<file path="config.mk">
export PLATFORM = sky130hd
export DESIGN_NAME = gcf_flags
export DESIGN_NICKNAME = d
export VERILOG_FILES = /design/src/logic/gcf_flags.v /design/src/logic/gcf_shift8.v
export VERILOG_INCLUDE_DIRS = /design/src /design/src/inc
export SDC_FILE = /design/constraint.sdc
export NUM_CORES = 1
export LEC_CHECK = 0
export BUFFER_PORTS_ARGS = -buffer_cell sky130_fd_sc_hd__buf_2
export CAP_MARGIN = 15
export CORE_ASPECT_RATIO = 0.5
export CORE_MARGIN = 3
export CORE_UTILIZATION = 45
export CTS_CLUSTER_DIAMETER = 200
export DETAILED_ROUTE_END_ITERATION = 6
export GPL_TIMING_DRIVEN = 0
export PLACE_DENSITY = 0.7
export SLEW_MARGIN = 20
export SYNTH_ARGS = -nofsm -noshare
export SYNTH_HDL_FRONTEND = slang
export SYNTH_SLANG_ARGS = --single-unit
</file>
<file path="constraint.sdc">
create_clock -name core_clk_i -period 2.6 [get_ports core_clk_i]
set_input_delay 0.52 -clock core_clk_i [delete_from_list [all_inputs] [get_ports core_clk_i]]
set_output_delay 0.52 -clock core_clk_i [all_outputs]
set_load 0.03 [all_outputs]
</file>
<file path="src/inc/gcf_defines.vh">
// Constants for the gauge command decoder and primary flag byte
`ifndef GCF_DEFINES_VH
`define GCF_DEFINES_VH

// ============================================================
// Command byte layout
`define GCF_BYTE_W 8
`define GCF_CMD_DIR_BIT 7
`define GCF_ADDR_HI 6
`define GCF_ADDR_W 7
`define GCF_DIR_READ 1'h0
`define GCF_DIR_WRITE 1'h1

// ============================================================
// Register addresses
`define GCF_ADDR_CMD 7'h00
`define GCF_ADDR_FLAGS 7'h01

// ============================================================
// Primary flag byte bit positions
`define GCF_BIT_CHARGING_DETECTED 7
`define GCF_BIT_REPL 6
`define GCF_BIT_ABSENT 5
`define GCF_BIT_DOUBT 4
`define GCF_BIT_QDIS 3
`define GCF_BIT_PERMIT 2
`define GCF_BIT_LOW1 1
`define GCF_BIT_LOWF 0
`define GCF_FLAGS_RESET 8'h50

// ============================================================
// Counts
`define GCF_BIT_CNT_W 4
`define GCF_BITS_PER_BYTE 4'h8
`define GCF_DOUBT_CNT_W 8
`define GCF_DOUBT_SET_AT 8'h40
`define GCF_DOUBT_SAT 8'hff
`define GCF_SUST_CNT_W 9
`define GCF_SUST_LIMIT 9'h100
`define GCF_SEG_W 6

// ============================================================
// Timing: 4 Hz blink at a 250 MHz core clock
`define GCF_CLK_HZ 250000000
`define GCF_BLINK_HZ 4
`define GCF_BLINK_CNT_W 25

// ============================================================
// Command state machine codes
`define GCF_ST_IDLE 2'h0
`define GCF_ST_CMD 2'h1
`define GCF_ST_WDATA 2'h2
`define GCF_ST_RDATA 2'h3

`endif

</file>
<file path="src/logic/gcf_flags.v">
// Command decoder and primary flag byte of the charge monitor
// Behaviour
// - Command loads only after eight bits; not readable
// - Bit 7: zero reads, one writes next byte
// - Low seven bits address; bad writes dropped
// - Flag byte at 01h, read-only
// - Charge status follows threshold, cleared by discharge
// - Replaced set on falling-from-max or rising-above-low
// - Replaced set by every reset
// - Replaced cleared by full charge or post-warning charge
// - Absent high while sense outside limits
// - Doubt on 64th charge or reset; update clears
// - Qualified discharge set leaving full charge
// - Self-discharge overflow clears qualified discharge
// - 256 sustained charge counts clear qualified discharge
// - First warning below freezing clears qualified discharge
// - Permit bit mirrors charge-control pin
// - First warning below 1.05V unless overloaded
// - First segment blinks 4Hz under first warning
// - Final warning below 0.95V unless overloaded
// - Final warning turns all segments off
// - Empty output released on first warning
// - All bytes travel least significant bit first
// - Command accepted only after a break
// - Overload flag blocks end-of-discharge warnings
`timescale 1ns/1ps
`default_nettype none
`include "gcf_defines.vh"

module gcf_flags #(
    parameter BLINK_HALF = `GCF_CLK_HZ / (2 * `GCF_BLINK_HZ)
) (
    input wire core_clk_i,
    input wire reset_n_i,
    // Bit-level link framing
    input wire break_done_i,
    input wire rx_bit_valid_i,
    input wire rx_bit_i,
    input wire tx_bit_req_i,
    output reg tx_bit_o,
    output reg tx_bit_valid_o,
    // Other registers of the device
    output reg [`GCF_ADDR_W-1:0] target_address_field_o,
    output reg reg_wr_o,
    output reg [`GCF_BYTE_W-1:0] reg_wdata_o,
    input wire [`GCF_BYTE_W-1:0] other_rdata_i,
    input wire other_writable_i,
    // Measurement results
    input wire sense_above_thresh_i,
    input wire discharge_active_i,
    input wire sense_above_max_i,
    input wire sense_above_low_i,
    input wire sense_below_first_i,
    input wire sense_below_final_i,
    input wire sense_overload_i,
    input wire valid_charge_i,
    input wire charge_count_i,
    input wire avail_eq_capacity_i,
    input wire capacity_update_i,
    input wire self_discharge_over_i,
    input wire temp_below_zero_i,
    input wire charge_ctl_pin_i,
    input wire display_en_i,
    input wire [`GCF_SEG_W-1:0] seg_drive_i,
    // Status and pins
    output reg [`GCF_BYTE_W-1:0] primary_flag_byte_o,
    output reg overload_flag_o,
    output reg [`GCF_SEG_W-1:0] seg_o,
    output reg empty_o,
    output reg empty_oe_n_o
);

    // ============================================================
    // Declarations
    reg [1:0] state;
    reg [1:0] next_state;
    reg [`GCF_BYTE_W-1:0] command_word;
    reg [`GCF_BYTE_W-1:0] flags;
    reg [`GCF_BYTE_W-1:0] next_flags;
    reg max_prev;
    reg low_prev;
    reg dis_prev;
    reg [`GCF_DOUBT_CNT_W-1:0] doubt_cnt;
    reg [`GCF_SUST_CNT_W-1:0] sust_cnt;
    reg [`GCF_BLINK_CNT_W-1:0] blink_cnt;
    reg blink_phase;
    reg sh_clear;
    reg sh_load;
    reg sh_shift;
    reg [`GCF_BYTE_W-1:0] sh_load_data;
    wire [`GCF_BYTE_W-1:0] sh_data;
    wire sh_lsb;
    wire sh_full;
    wire [`GCF_BYTE_W-1:0] rdata;
    wire charging;
    wire warn_ok;
    wire repl_set;
    wire repl_clr;
    wire doubt_set;
    wire qdis_set;
    wire qdis_clr;
    wire low1_set;
    wire lowf_set;
    wire sust_hit;

    // ============================================================
    // Shared shift register for command, write data and read data
    gcf_shift8 u_shift (
        .core_clk_i(core_clk_i),
        .reset_n_i(reset_n_i),
        .clear_i(sh_clear),
        .load_i(sh_load),
        .load_data_i(sh_load_data),
        .shift_i(sh_shift),
        .bit_i(rx_bit_i),
        .data_o(sh_data),
        .lsb_o(sh_lsb),
        .full_o(sh_full)
    );

    // Read mux: flag byte at its own address, rest from outside
    assign rdata = (sh_data[`GCF_ADDR_HI:0] == `GCF_ADDR_FLAGS) ? flags : other_rdata_i;

    // ============================================================
    // Command sequencing; a break restarts from any state
    always @* begin
        next_state = state;
        sh_clear = 1'b0;
        sh_load = 1'b0;
        sh_shift = 1'b0;
        sh_load_data = rdata;
        if (break_done_i) begin
            next_state = `GCF_ST_CMD;
            sh_clear = 1'b1;
        end else begin
            case (state)
                `GCF_ST_IDLE: begin
                    next_state = `GCF_ST_IDLE;
                end
                `GCF_ST_CMD: begin
                    if (sh_full) begin
                        if (sh_data[`GCF_CMD_DIR_BIT] == `GCF_DIR_WRITE) begin
                            next_state = `GCF_ST_WDATA;
                            sh_clear = 1'b1;
                        end else begin
                            next_state = `GCF_ST_RDATA;
                            sh_load = 1'b1;
                        end
                    end else begin
                        sh_shift = rx_bit_valid_i;
                    end
                end
                `GCF_ST_WDATA: begin
                    if (sh_full) begin
                        next_state = `GCF_ST_IDLE;
                    end else begin
                        sh_shift = rx_bit_valid_i;
                    end
                end
                `GCF_ST_RDATA: begin
                    if (sh_full) begin
                        next_state = `GCF_ST_IDLE;
                    end else begin
                        sh_shift = tx_bit_req_i;
                    end
                end
                default: begin
                    next_state = `GCF_ST_IDLE;
                end
            endcase
        end
    end

    // ============================================================
    // State, command latch, outgoing bits and write strobes
    always @(posedge core_clk_i or negedge reset_n_i) begin
        if (!reset_n_i) begin
            state <= `GCF_ST_IDLE;
            command_word <= {`GCF_BYTE_W{1'b0}};
            target_address_field_o <= {`GCF_ADDR_W{1'b0}};
            reg_wr_o <= 1'b0;
            reg_wdata_o <= {`GCF_BYTE_W{1'b0}};
            tx_bit_o <= 1'b0;
            tx_bit_valid_o <= 1'b0;
        end else begin
            state <= next_state;
            reg_wr_o <= 1'b0;
            tx_bit_valid_o <= 1'b0;
            // Command held only once all eight bits are in
            if (!break_done_i && state == `GCF_ST_CMD && sh_full) begin
                command_word <= sh_data;
                target_address_field_o <= sh_data[`GCF_ADDR_HI:0];
            end
            // Writes to the flag byte or unwritable addresses vanish
            if (!break_done_i && state == `GCF_ST_WDATA && sh_full) begin
                reg_wdata_o <= sh_data;
                reg_wr_o <= other_writable_i &&
                    (command_word[`GCF_ADDR_HI:0] != `GCF_ADDR_FLAGS) &&
                    (command_word[`GCF_ADDR_HI:0] != `GCF_ADDR_CMD);
            end
            // Each request sends the current low bit
            if (!break_done_i && state == `GCF_ST_RDATA && !sh_full && tx_bit_req_i) begin
                tx_bit_o <= sh_lsb;
                tx_bit_valid_o <= 1'b1;
            end
        end
    end

    // ============================================================
    // Flag set and clear conditions
    assign charging = sense_above_thresh_i && !discharge_active_i;
    assign warn_ok = !overload_flag_o && !sense_overload_i;
    assign repl_set = (max_prev && !sense_above_max_i) || (!low_prev && sense_above_low_i);
    assign repl_clr = valid_charge_i && (avail_eq_capacity_i || flags[`GCF_BIT_LOW1]);
    assign doubt_set = valid_charge_i && (doubt_cnt == `GCF_DOUBT_SET_AT - 8'h01);
    assign qdis_set = discharge_active_i && !dis_prev && avail_eq_capacity_i;
    assign sust_hit = charge_count_i && charging &&
        (sust_cnt == `GCF_SUST_LIMIT - 9'h001);
    assign low1_set = sense_below_first_i && warn_ok;
    assign lowf_set = sense_below_final_i && warn_ok;
    assign qdis_clr = capacity_update_i || self_discharge_over_i || sust_hit ||
        (low1_set && !flags[`GCF_BIT_LOW1] && temp_below_zero_i);

    // Set takes priority over clear everywhere below
    always @* begin
        next_flags = flags;
        next_flags[`GCF_BIT_CHARGING_DETECTED] = charging;
        if (repl_set) begin
            next_flags[`GCF_BIT_REPL] = 1'b1;
        end else if (repl_clr) begin
            next_flags[`GCF_BIT_REPL] = 1'b0;
        end
        next_flags[`GCF_BIT_ABSENT] = sense_above_max_i || !sense_above_low_i;
        if (doubt_set) begin
            next_flags[`GCF_BIT_DOUBT] = 1'b1;
        end else if (capacity_update_i) begin
            next_flags[`GCF_BIT_DOUBT] = 1'b0;
        end
        if (qdis_set) begin
            next_flags[`GCF_BIT_QDIS] = 1'b1;
        end else if (qdis_clr) begin
            next_flags[`GCF_BIT_QDIS] = 1'b0;
        end
        next_flags[`GCF_BIT_PERMIT] = charge_ctl_pin_i;
        if (low1_set) begin
            next_flags[`GCF_BIT_LOW1] = 1'b1;
        end else if (valid_charge_i) begin
            next_flags[`GCF_BIT_LOW1] = 1'b0;
        end
        if (lowf_set) begin
            next_flags[`GCF_BIT_LOWF] = 1'b1;
        end else if (valid_charge_i) begin
            next_flags[`GCF_BIT_LOWF] = 1'b0;
        end
    end

    // ============================================================
    // Flag register; reset marks the pack replaced and capacity doubtful
    always @(posedge core_clk_i or negedge reset_n_i) begin
        if (!reset_n_i) begin
            flags <= `GCF_FLAGS_RESET;
            primary_flag_byte_o <= `GCF_FLAGS_RESET;
            overload_flag_o <= 1'b0;
            max_prev <= 1'b0;
            low_prev <= 1'b1;
            dis_prev <= 1'b0;
        end else begin
            flags <= next_flags;
            primary_flag_byte_o <= next_flags;
            overload_flag_o <= sense_overload_i;
            max_prev <= sense_above_max_i;
            low_prev <= sense_above_low_i;
            dis_prev <= discharge_active_i;
        end
    end

    // ============================================================
    // Charges since the last capacity update, saturating so it never wraps
    always @(posedge core_clk_i or negedge reset_n_i) begin
        if (!reset_n_i) begin
            doubt_cnt <= {`GCF_DOUBT_CNT_W{1'b0}};
        end else if (capacity_update_i) begin
            doubt_cnt <= {`GCF_DOUBT_CNT_W{1'b0}};
        end else if (valid_charge_i && doubt_cnt != `GCF_DOUBT_SAT) begin
            doubt_cnt <= doubt_cnt + 8'h01;
        end
    end

    // Sustained charge counts; any break in charging restarts the run
    always @(posedge core_clk_i or negedge reset_n_i) begin
        if (!reset_n_i) begin
            sust_cnt <= {`GCF_SUST_CNT_W{1'b0}};
        end else if (!charging || sust_hit) begin
            sust_cnt <= {`GCF_SUST_CNT_W{1'b0}};
        end else if (charge_count_i) begin
            sust_cnt <= sust_cnt + 9'h001;
        end
    end

    // ============================================================
    // Blink divider: free running, so the phase is arbitrary at warning onset
    always @(posedge core_clk_i or negedge reset_n_i) begin
        if (!reset_n_i) begin
            blink_cnt <= {`GCF_BLINK_CNT_W{1'b0}};
            blink_phase <= 1'b0;
        end else if (blink_cnt == BLINK_HALF[`GCF_BLINK_CNT_W-1:0] - 25'h1) begin
            blink_cnt <= {`GCF_BLINK_CNT_W{1'b0}};
            blink_phase <= !blink_phase;
        end else begin
            blink_cnt <= blink_cnt + 25'h1;
        end
    end

    // ============================================================
    // Segment and empty pin drivers
    always @(posedge core_clk_i or negedge reset_n_i) begin
        if (!reset_n_i) begin
            seg_o <= {`GCF_SEG_W{1'b0}};
            empty_o <= 1'b0;
            empty_oe_n_o <= 1'b0;
        end else begin
            if (next_flags[`GCF_BIT_LOWF]) begin
                seg_o <= {`GCF_SEG_W{1'b0}};
            end else if (next_flags[`GCF_BIT_LOW1] && display_en_i) begin
                seg_o <= {seg_drive_i[`GCF_SEG_W-1:1], blink_phase};
            end else begin
                seg_o <= seg_drive_i;
            end
            // Open drain: pulled low normally, released once low
            empty_o <= 1'b0;
            empty_oe_n_o <= next_flags[`GCF_BIT_LOW1];
        end
    end

endmodule // gcf_flags

`default_nettype wire

</file>
<file path="src/logic/gcf_shift8.v">
// Eight-bit LSB-first shift register with a bit counter, shared by receive and send
`timescale 1ns/1ps
`default_nettype none
`include "gcf_defines.vh"

module gcf_shift8 (
    input wire core_clk_i,
    input wire reset_n_i,
    input wire clear_i,
    input wire load_i,
    input wire [`GCF_BYTE_W-1:0] load_data_i,
    input wire shift_i,
    input wire bit_i,
    output reg [`GCF_BYTE_W-1:0] data_o,
    output wire lsb_o,
    output wire full_o
);

    reg [`GCF_BIT_CNT_W-1:0] count;

    assign lsb_o = data_o[0];
    assign full_o = (count == `GCF_BITS_PER_BYTE);

    // ============================================================
    // Shift right so the first bit in lands in bit 0 after eight shifts
    always @(posedge core_clk_i or negedge reset_n_i) begin
        if (!reset_n_i) begin
            data_o <= {`GCF_BYTE_W{1'b0}};
            count <= {`GCF_BIT_CNT_W{1'b0}};
        end else if (clear_i) begin
            count <= {`GCF_BIT_CNT_W{1'b0}};
        end else if (load_i) begin
            data_o <= load_data_i;
            count <= {`GCF_BIT_CNT_W{1'b0}};
        end else if (shift_i && !full_o) begin
            data_o <= {bit_i, data_o[`GCF_BYTE_W-1:1]};
            count <= count + 4'h1;
        end
    end

endmodule // gcf_shift8

`default_nettype wire
</file>
### Word-level counts from Yosys, hierarchy flattened

Index checks and enable logic that the tools add are counted.

| cells by class | value |
|---|---|
| add/sub/neg operators | 4 |
| eq/ne operators | 12 |
| mux-type cells | 42 |
| bitwise gates (word level) | 1 |
| reduce and logical (&&, ||, !) cells | 58 |

Operators with widths:

| operator | number |
|---|---|
| 8-bit two-way mux | 5 |
| 1-bit logical AND | 26 |
| 25-bit by 1-bit adder with 25-bit output, second input constant | 1 |
| 25-bit == test, second input constant | 1 |
| 1-bit two-way mux | 25 |
| 25-bit two-way mux | 1 |
| 9-bit two-way mux | 2 |
| 1-bit logical NOT | 12 |
| 4-bit two-way mux | 3 |
| 2-bit nonzero test | 6 |
| 9-bit by 1-bit adder with 9-bit output, second input constant | 1 |
| 9-bit by 8-bit == test with 1-bit output, second input constant | 1 |
| 8-bit by 1-bit adder with 8-bit output, second input constant | 1 |
| 8-bit by 6-bit == test with 1-bit output, second input constant | 1 |
| 8-bit inequality test, second input constant | 1 |
| 7-bit by 1-bit == test with 1-bit output, second input constant | 1 |
| 1-bit logical OR | 7 |
| 7-bit by 1-bit inequality test with 1-bit output, second input constant | 1 |
| 7-bit nonzero test | 1 |
| 2-bit two-way mux | 3 |
| 6-bit two-way mux | 1 |
| 2-bit one-hot mux with 3 select lines | 1 |
| 4-bit by 1-bit adder with 4-bit output, second input constant | 1 |
| 2-bit == test, second input constant | 2 |
| 10 further kinds | 12 |

| storage, ports and cells | value |
|---|---|
| flip-flop bits (word level) | 101 |
| bits of input ports | 36 |
| output and inout port bits | 35 |
| word-level logic and storage cells | 140 |

### Depth between registers and ports, before layout

| depth | value |
|---|---|
| depth in word-level cells | 8 |
| depth in mapped cells | 9 |
| depth with buffers taken out | 9 |

### Hierarchy

A second synthesis with hierarchy kept.

| unflattened totals | value |
|---|---|
| cell total of the unflattened synthesis | 407 |
| area, all modules | 4,490.6 µm² |

Modules (own cells, without submodules):

| module | times used | cells each | area an instance (µm²) | sequential area each (µm²) |
|---|---|---|---|---|
| gcf_flags | 1 | 353 | 3,834.9 | 2,030.7 |
| gcf_shift8 | 1 | 54 | 655.6 | 300.3 |

### Worst setup path before layout

OpenSTA, ideal clock, no wires.

| path | value |
|---|---|
| kind | register to register |
| from | register sust_cnt[0] |
| to | register sust_cnt[2] |
| setup time | 0.072 ns |
| arrival | 1.900 ns |
| data required time | 2.528 ns |
| path slack | 0.628 ns |
| cell stages (with the launch flop) | 10 |
| path buffers | 0 |
| clock period less this slack | 1.972 ns |
| cell sequence | dfrtp_1 > ha_1 > and3_1 > and3_1 > and3_1 > ha_1 > nand2b_1 > nor3b_1 > a21oi_1 > nor2_1 |

| between the ends | value |
|---|---|
| cells in the longest elaborated chain, start to end | 4 |
| elaborated cells between the ends (all ways) | 7 |
| those cells by class | add/sub: 1; eq/ne: 1; mux: 2; reduce/logical: 3 |

Ends and longest elaborated chain:

| item | RTL line | RTL |
|---|---|---|
| start, declared | gcf_flags.v:84 | `` reg [`GCF_SUST_CNT_W-1:0] sust_cnt; `` |
| start signal, assigned | gcf_flags.v:292 | `` sust_cnt <= {`GCF_SUST_CNT_W{1'b0}}; `` |
| start signal, assigned | gcf_flags.v:294 | `` sust_cnt <= {`GCF_SUST_CNT_W{1'b0}}; `` |
| start signal, assigned | gcf_flags.v:296 | `sust_cnt <= sust_cnt + 9'h001;` |
| branches (longest 4 deep; another with 9-bit by 1-bit adder with 9-bit output) | - |  |

Several ways; the timed one is not identified. The select of a mux whose other input is x is not followed.
A chain may end at the register's enable or synchronous reset.

### Worst setup path after layout

Ends and elaborated chain as after synthesis.

==> qor.yml <==
placement:
  hpwl_mm: 6.360
  gp_congestion: 0.8483
  port_buffers: 67
power:
  powerDensity_nw_per_um2: 623.8
  leakage_nw: 2.519
  finalPower_mw: 3.267
  vdd_drop_max_mv: 0.3791
synth:
  synth_seq_area_share: 0.5275
  yosysMostFrequentCell: "dfrtp_1"
  synth_area_per_cell_um2: 11.19
  synth_flop_cell: "dfrtp_1"
  yosysWarnings: 0
  syn_nets: 441
  netlist-cell-type-count: 56
  syn_area_um2: 4419
  synth_seq_cells: 93
  synth_commonest_cells: "dfrtp_1, nor2_1, mux2i_1, mux2_2, xor2_1"
  synth_area_leader_cell: "dfrtp_1"
  synthArstFlopShare: 1.000
  synth_area_leaders: "dfrtp_1, mux2i_1, mux2_2, nor2_1, xor2_1"
  synth_top_cell_area_share: 0.5096
  synth_edf_count: 0
  postSynthCellCount: 395
setup_path:
  arrival_ns: 2.48
  path_class: "reg -> reg"
  worstSetupStartpointType: "flip-flop"
  rr_worst_depth: 9
  worstPathMaxFanout: 7
  timing.rr.end: "sust_cnt[2]"
  regToRegSetupSlack_ns: 0.38
  r2r-start: "sust_cnt[0]"
  end_kind: "flip-flop"
  cp.required_ns: 2.87
route:
  drc: 0
  drt-initial-drc-count: 154
  routedWlPerCell_um: 14.44
  first_pass_iters: 4
  wirelength_mm: 8.797
  vias: 3182
  vias_per_cell: 5.225
  ant_nets: 0
cts:
  cts_buffers: 9
  clock_path_buffers: 2
  clock-sinks: 93
  tritoncts: "yes"
  cts-root-buf: "clkbuf_16"
  htreeDepth: 3
  clk_latency_ns: 0.34
  ctsHoldBuffers: 0
  cts_resized: 0
  clk_pin_slew_worst_paths_ns: 0.06
  cts_setup_buffers: 0
sta:
  clock.fmax_mhz: 451.0
  rsz0062_at_grt: "no"
  finalSetupViolations: 0
  finalCriticalPeriod_ns: 2.217
  tightest_slew_ns: 0.6842
  holdWs_ns: 0.1159
  slew_headroom: 0.5405
  clock_skew_ns: 0.005376
  setup_tns_ns: 0
  drv_slew: 0
  fin_crit_sh: 0.8528
  hold_viol_final: 0
layout:
  area_growth_pct: 18.52
  num_antenna_cells: 0
  drive_above_1_share: 0.2463
  multi_input_area_um2: 1957
  nets: 520
  fill_cells: 826
  seqCellArea_um2: 2331
global_route:
  grt_pass1_vias: 3148
  antenna_found_initial: 0
  overflow: 0
  grt_max_degree: 52
  grt.total_usage: 0.1663
  grt_pass1_wl_mm: 15.18
die:
  std_cell_rows: 24
  core_um2: 9129
  initial_utilization: 0.4841
  die_x_um: 146.1
  io-pin-count: 71
  dieHeight_um: 76.08
  die_area_um2: 11120
status:
  status: "complete, no violations"
job:
  maxCapViolations: 0
worst_hold_path:
  hp-class: "in -> async"
[layer usage]
metal	vias to the layer above	global-route usage	part of all wire	wire (um)
li1	1570	-	-	-
met1	1556	0.2173	0.47	4129
met2	47	0.2716	0.48	4235
met3	9	0.04456	0.038	335
met4	0	0.05347	0.011	96
met5	-	0	0	0
[kinds of logic after synthesis]
logic type,Yosys count,synth area share
AO/OA/AOI/OAI,52,0.07702
XOR/XNOR,23,0.04558
buffers and inverters,27,0.02973
AND/OR/NAND/NOR,146,0.1891
adder cells (fa/ha/maj),10,0.02831
multiplexers,43,0.1019
flip-flops,93,0.5275
other,1,0.0008486
[power by group]
group          internal, mW  switching (mW)  total, mW
Combinational         0.138           0.192      0.330
Clock                 0.769           0.524       1.29
Sequential             1.54           0.109       1.64
[placed cells by master, fill, tap and decap left out, types with 4 or more instances in the layout]
cell / n
dfrtp_1: 90
buf_2: 69
nor2_1: 41
mux2i_1: 27
xor2_1: 16
mux2_2: 16
nand2_1: 15
nand3_1: 15
inv_1: 14
a21oi_1: 14
o21ai_0: 11
ha_1: 10
and3_1: 9
nor3_1: 9
clkbuf_16: 9
and2_1: 7
clkbuf_1: 7
o31ai_1: 7
nand4_1: 7
xnor2_1: 7
and4_1: 6
nor4b_1: 5
nand2b_1: 5
or4_1: 4
nand3b_1: 4
[worst max-delay path by stage]
stage	start	end	slack [ns]	cells after the start
final	sust_cnt[0]	sust_cnt[2]	0.38	9
after global routing	sust_cnt[0]	sust_cnt[2]	0.20	9
after CTS	sust_cnt[0]	sust_cnt[2]	0.38	9
after detailed placement	sust_cnt[0]	sust_cnt[2]	0.39	9
after global placement	reset_n_i	u_shift.count[3]	0.07	1
after floorplan	sust_cnt[0]	sust_cnt[2]	0.63	9
[worst max-delay path, stage by stage (launching register included)]
cell and delay [ns]:
dfrtp_1 0.40, ha_1 0.23, and3_1 0.23, and3_1 0.20, and3_1 0.18, ha_1 0.25
nand2b_1 0.28, nor3b_1 0.24, a21oi_1 0.06, nor2_1 0.08
[through the flow]
step | area, um^2 | utilization | std cells | setup WS, ns
global route | 5238 | 0.5737 | 609 | 0.2043
global placement | 4917 | 0.5387 | 592 | 0.07259
finish | 5238 | 0.5737 | 609 | 0.3826
floorplan | 4419 | - | 395 | 0.6280
CTS | 5238 | 0.5737 | 609 | 0.3766
detailed placement | 4943 | 0.5415 | 593 | 0.3920
[state kept, by name (all words and copies together) (netlist names)]
signal,cells
reg_wr_o,1
low_prev,1
reg_wdata_o,8
state,2
doubt_cnt,8
blink_cnt,25
overload_flag_o,1
flags,8
u_shift.data_o,8
dis_prev,1
tx_bit_valid_o,1
u_shift.count,4
max_prev,1
tx_bit_o,1
seg_o,6
blink_phase,1
sust_cnt,9
command_word,7
[cell type report]
| cell class | instances | share of cell area |
|---|---|---|
| buffer | 13 | 0.01505 |
| clock buffer | 12 | 0.04706 |
| clock inverter | 4 | 0.009078 |
| inverter | 14 | 0.01003 |
| multi-input combinational | 275 | 0.3736 |
| sequential | 93 | 0.4451 |
| tap | 130 | 0.03106 |
| timing repair buffer | 68 | 0.06904 |
Power figures use the tool's default switching activity.
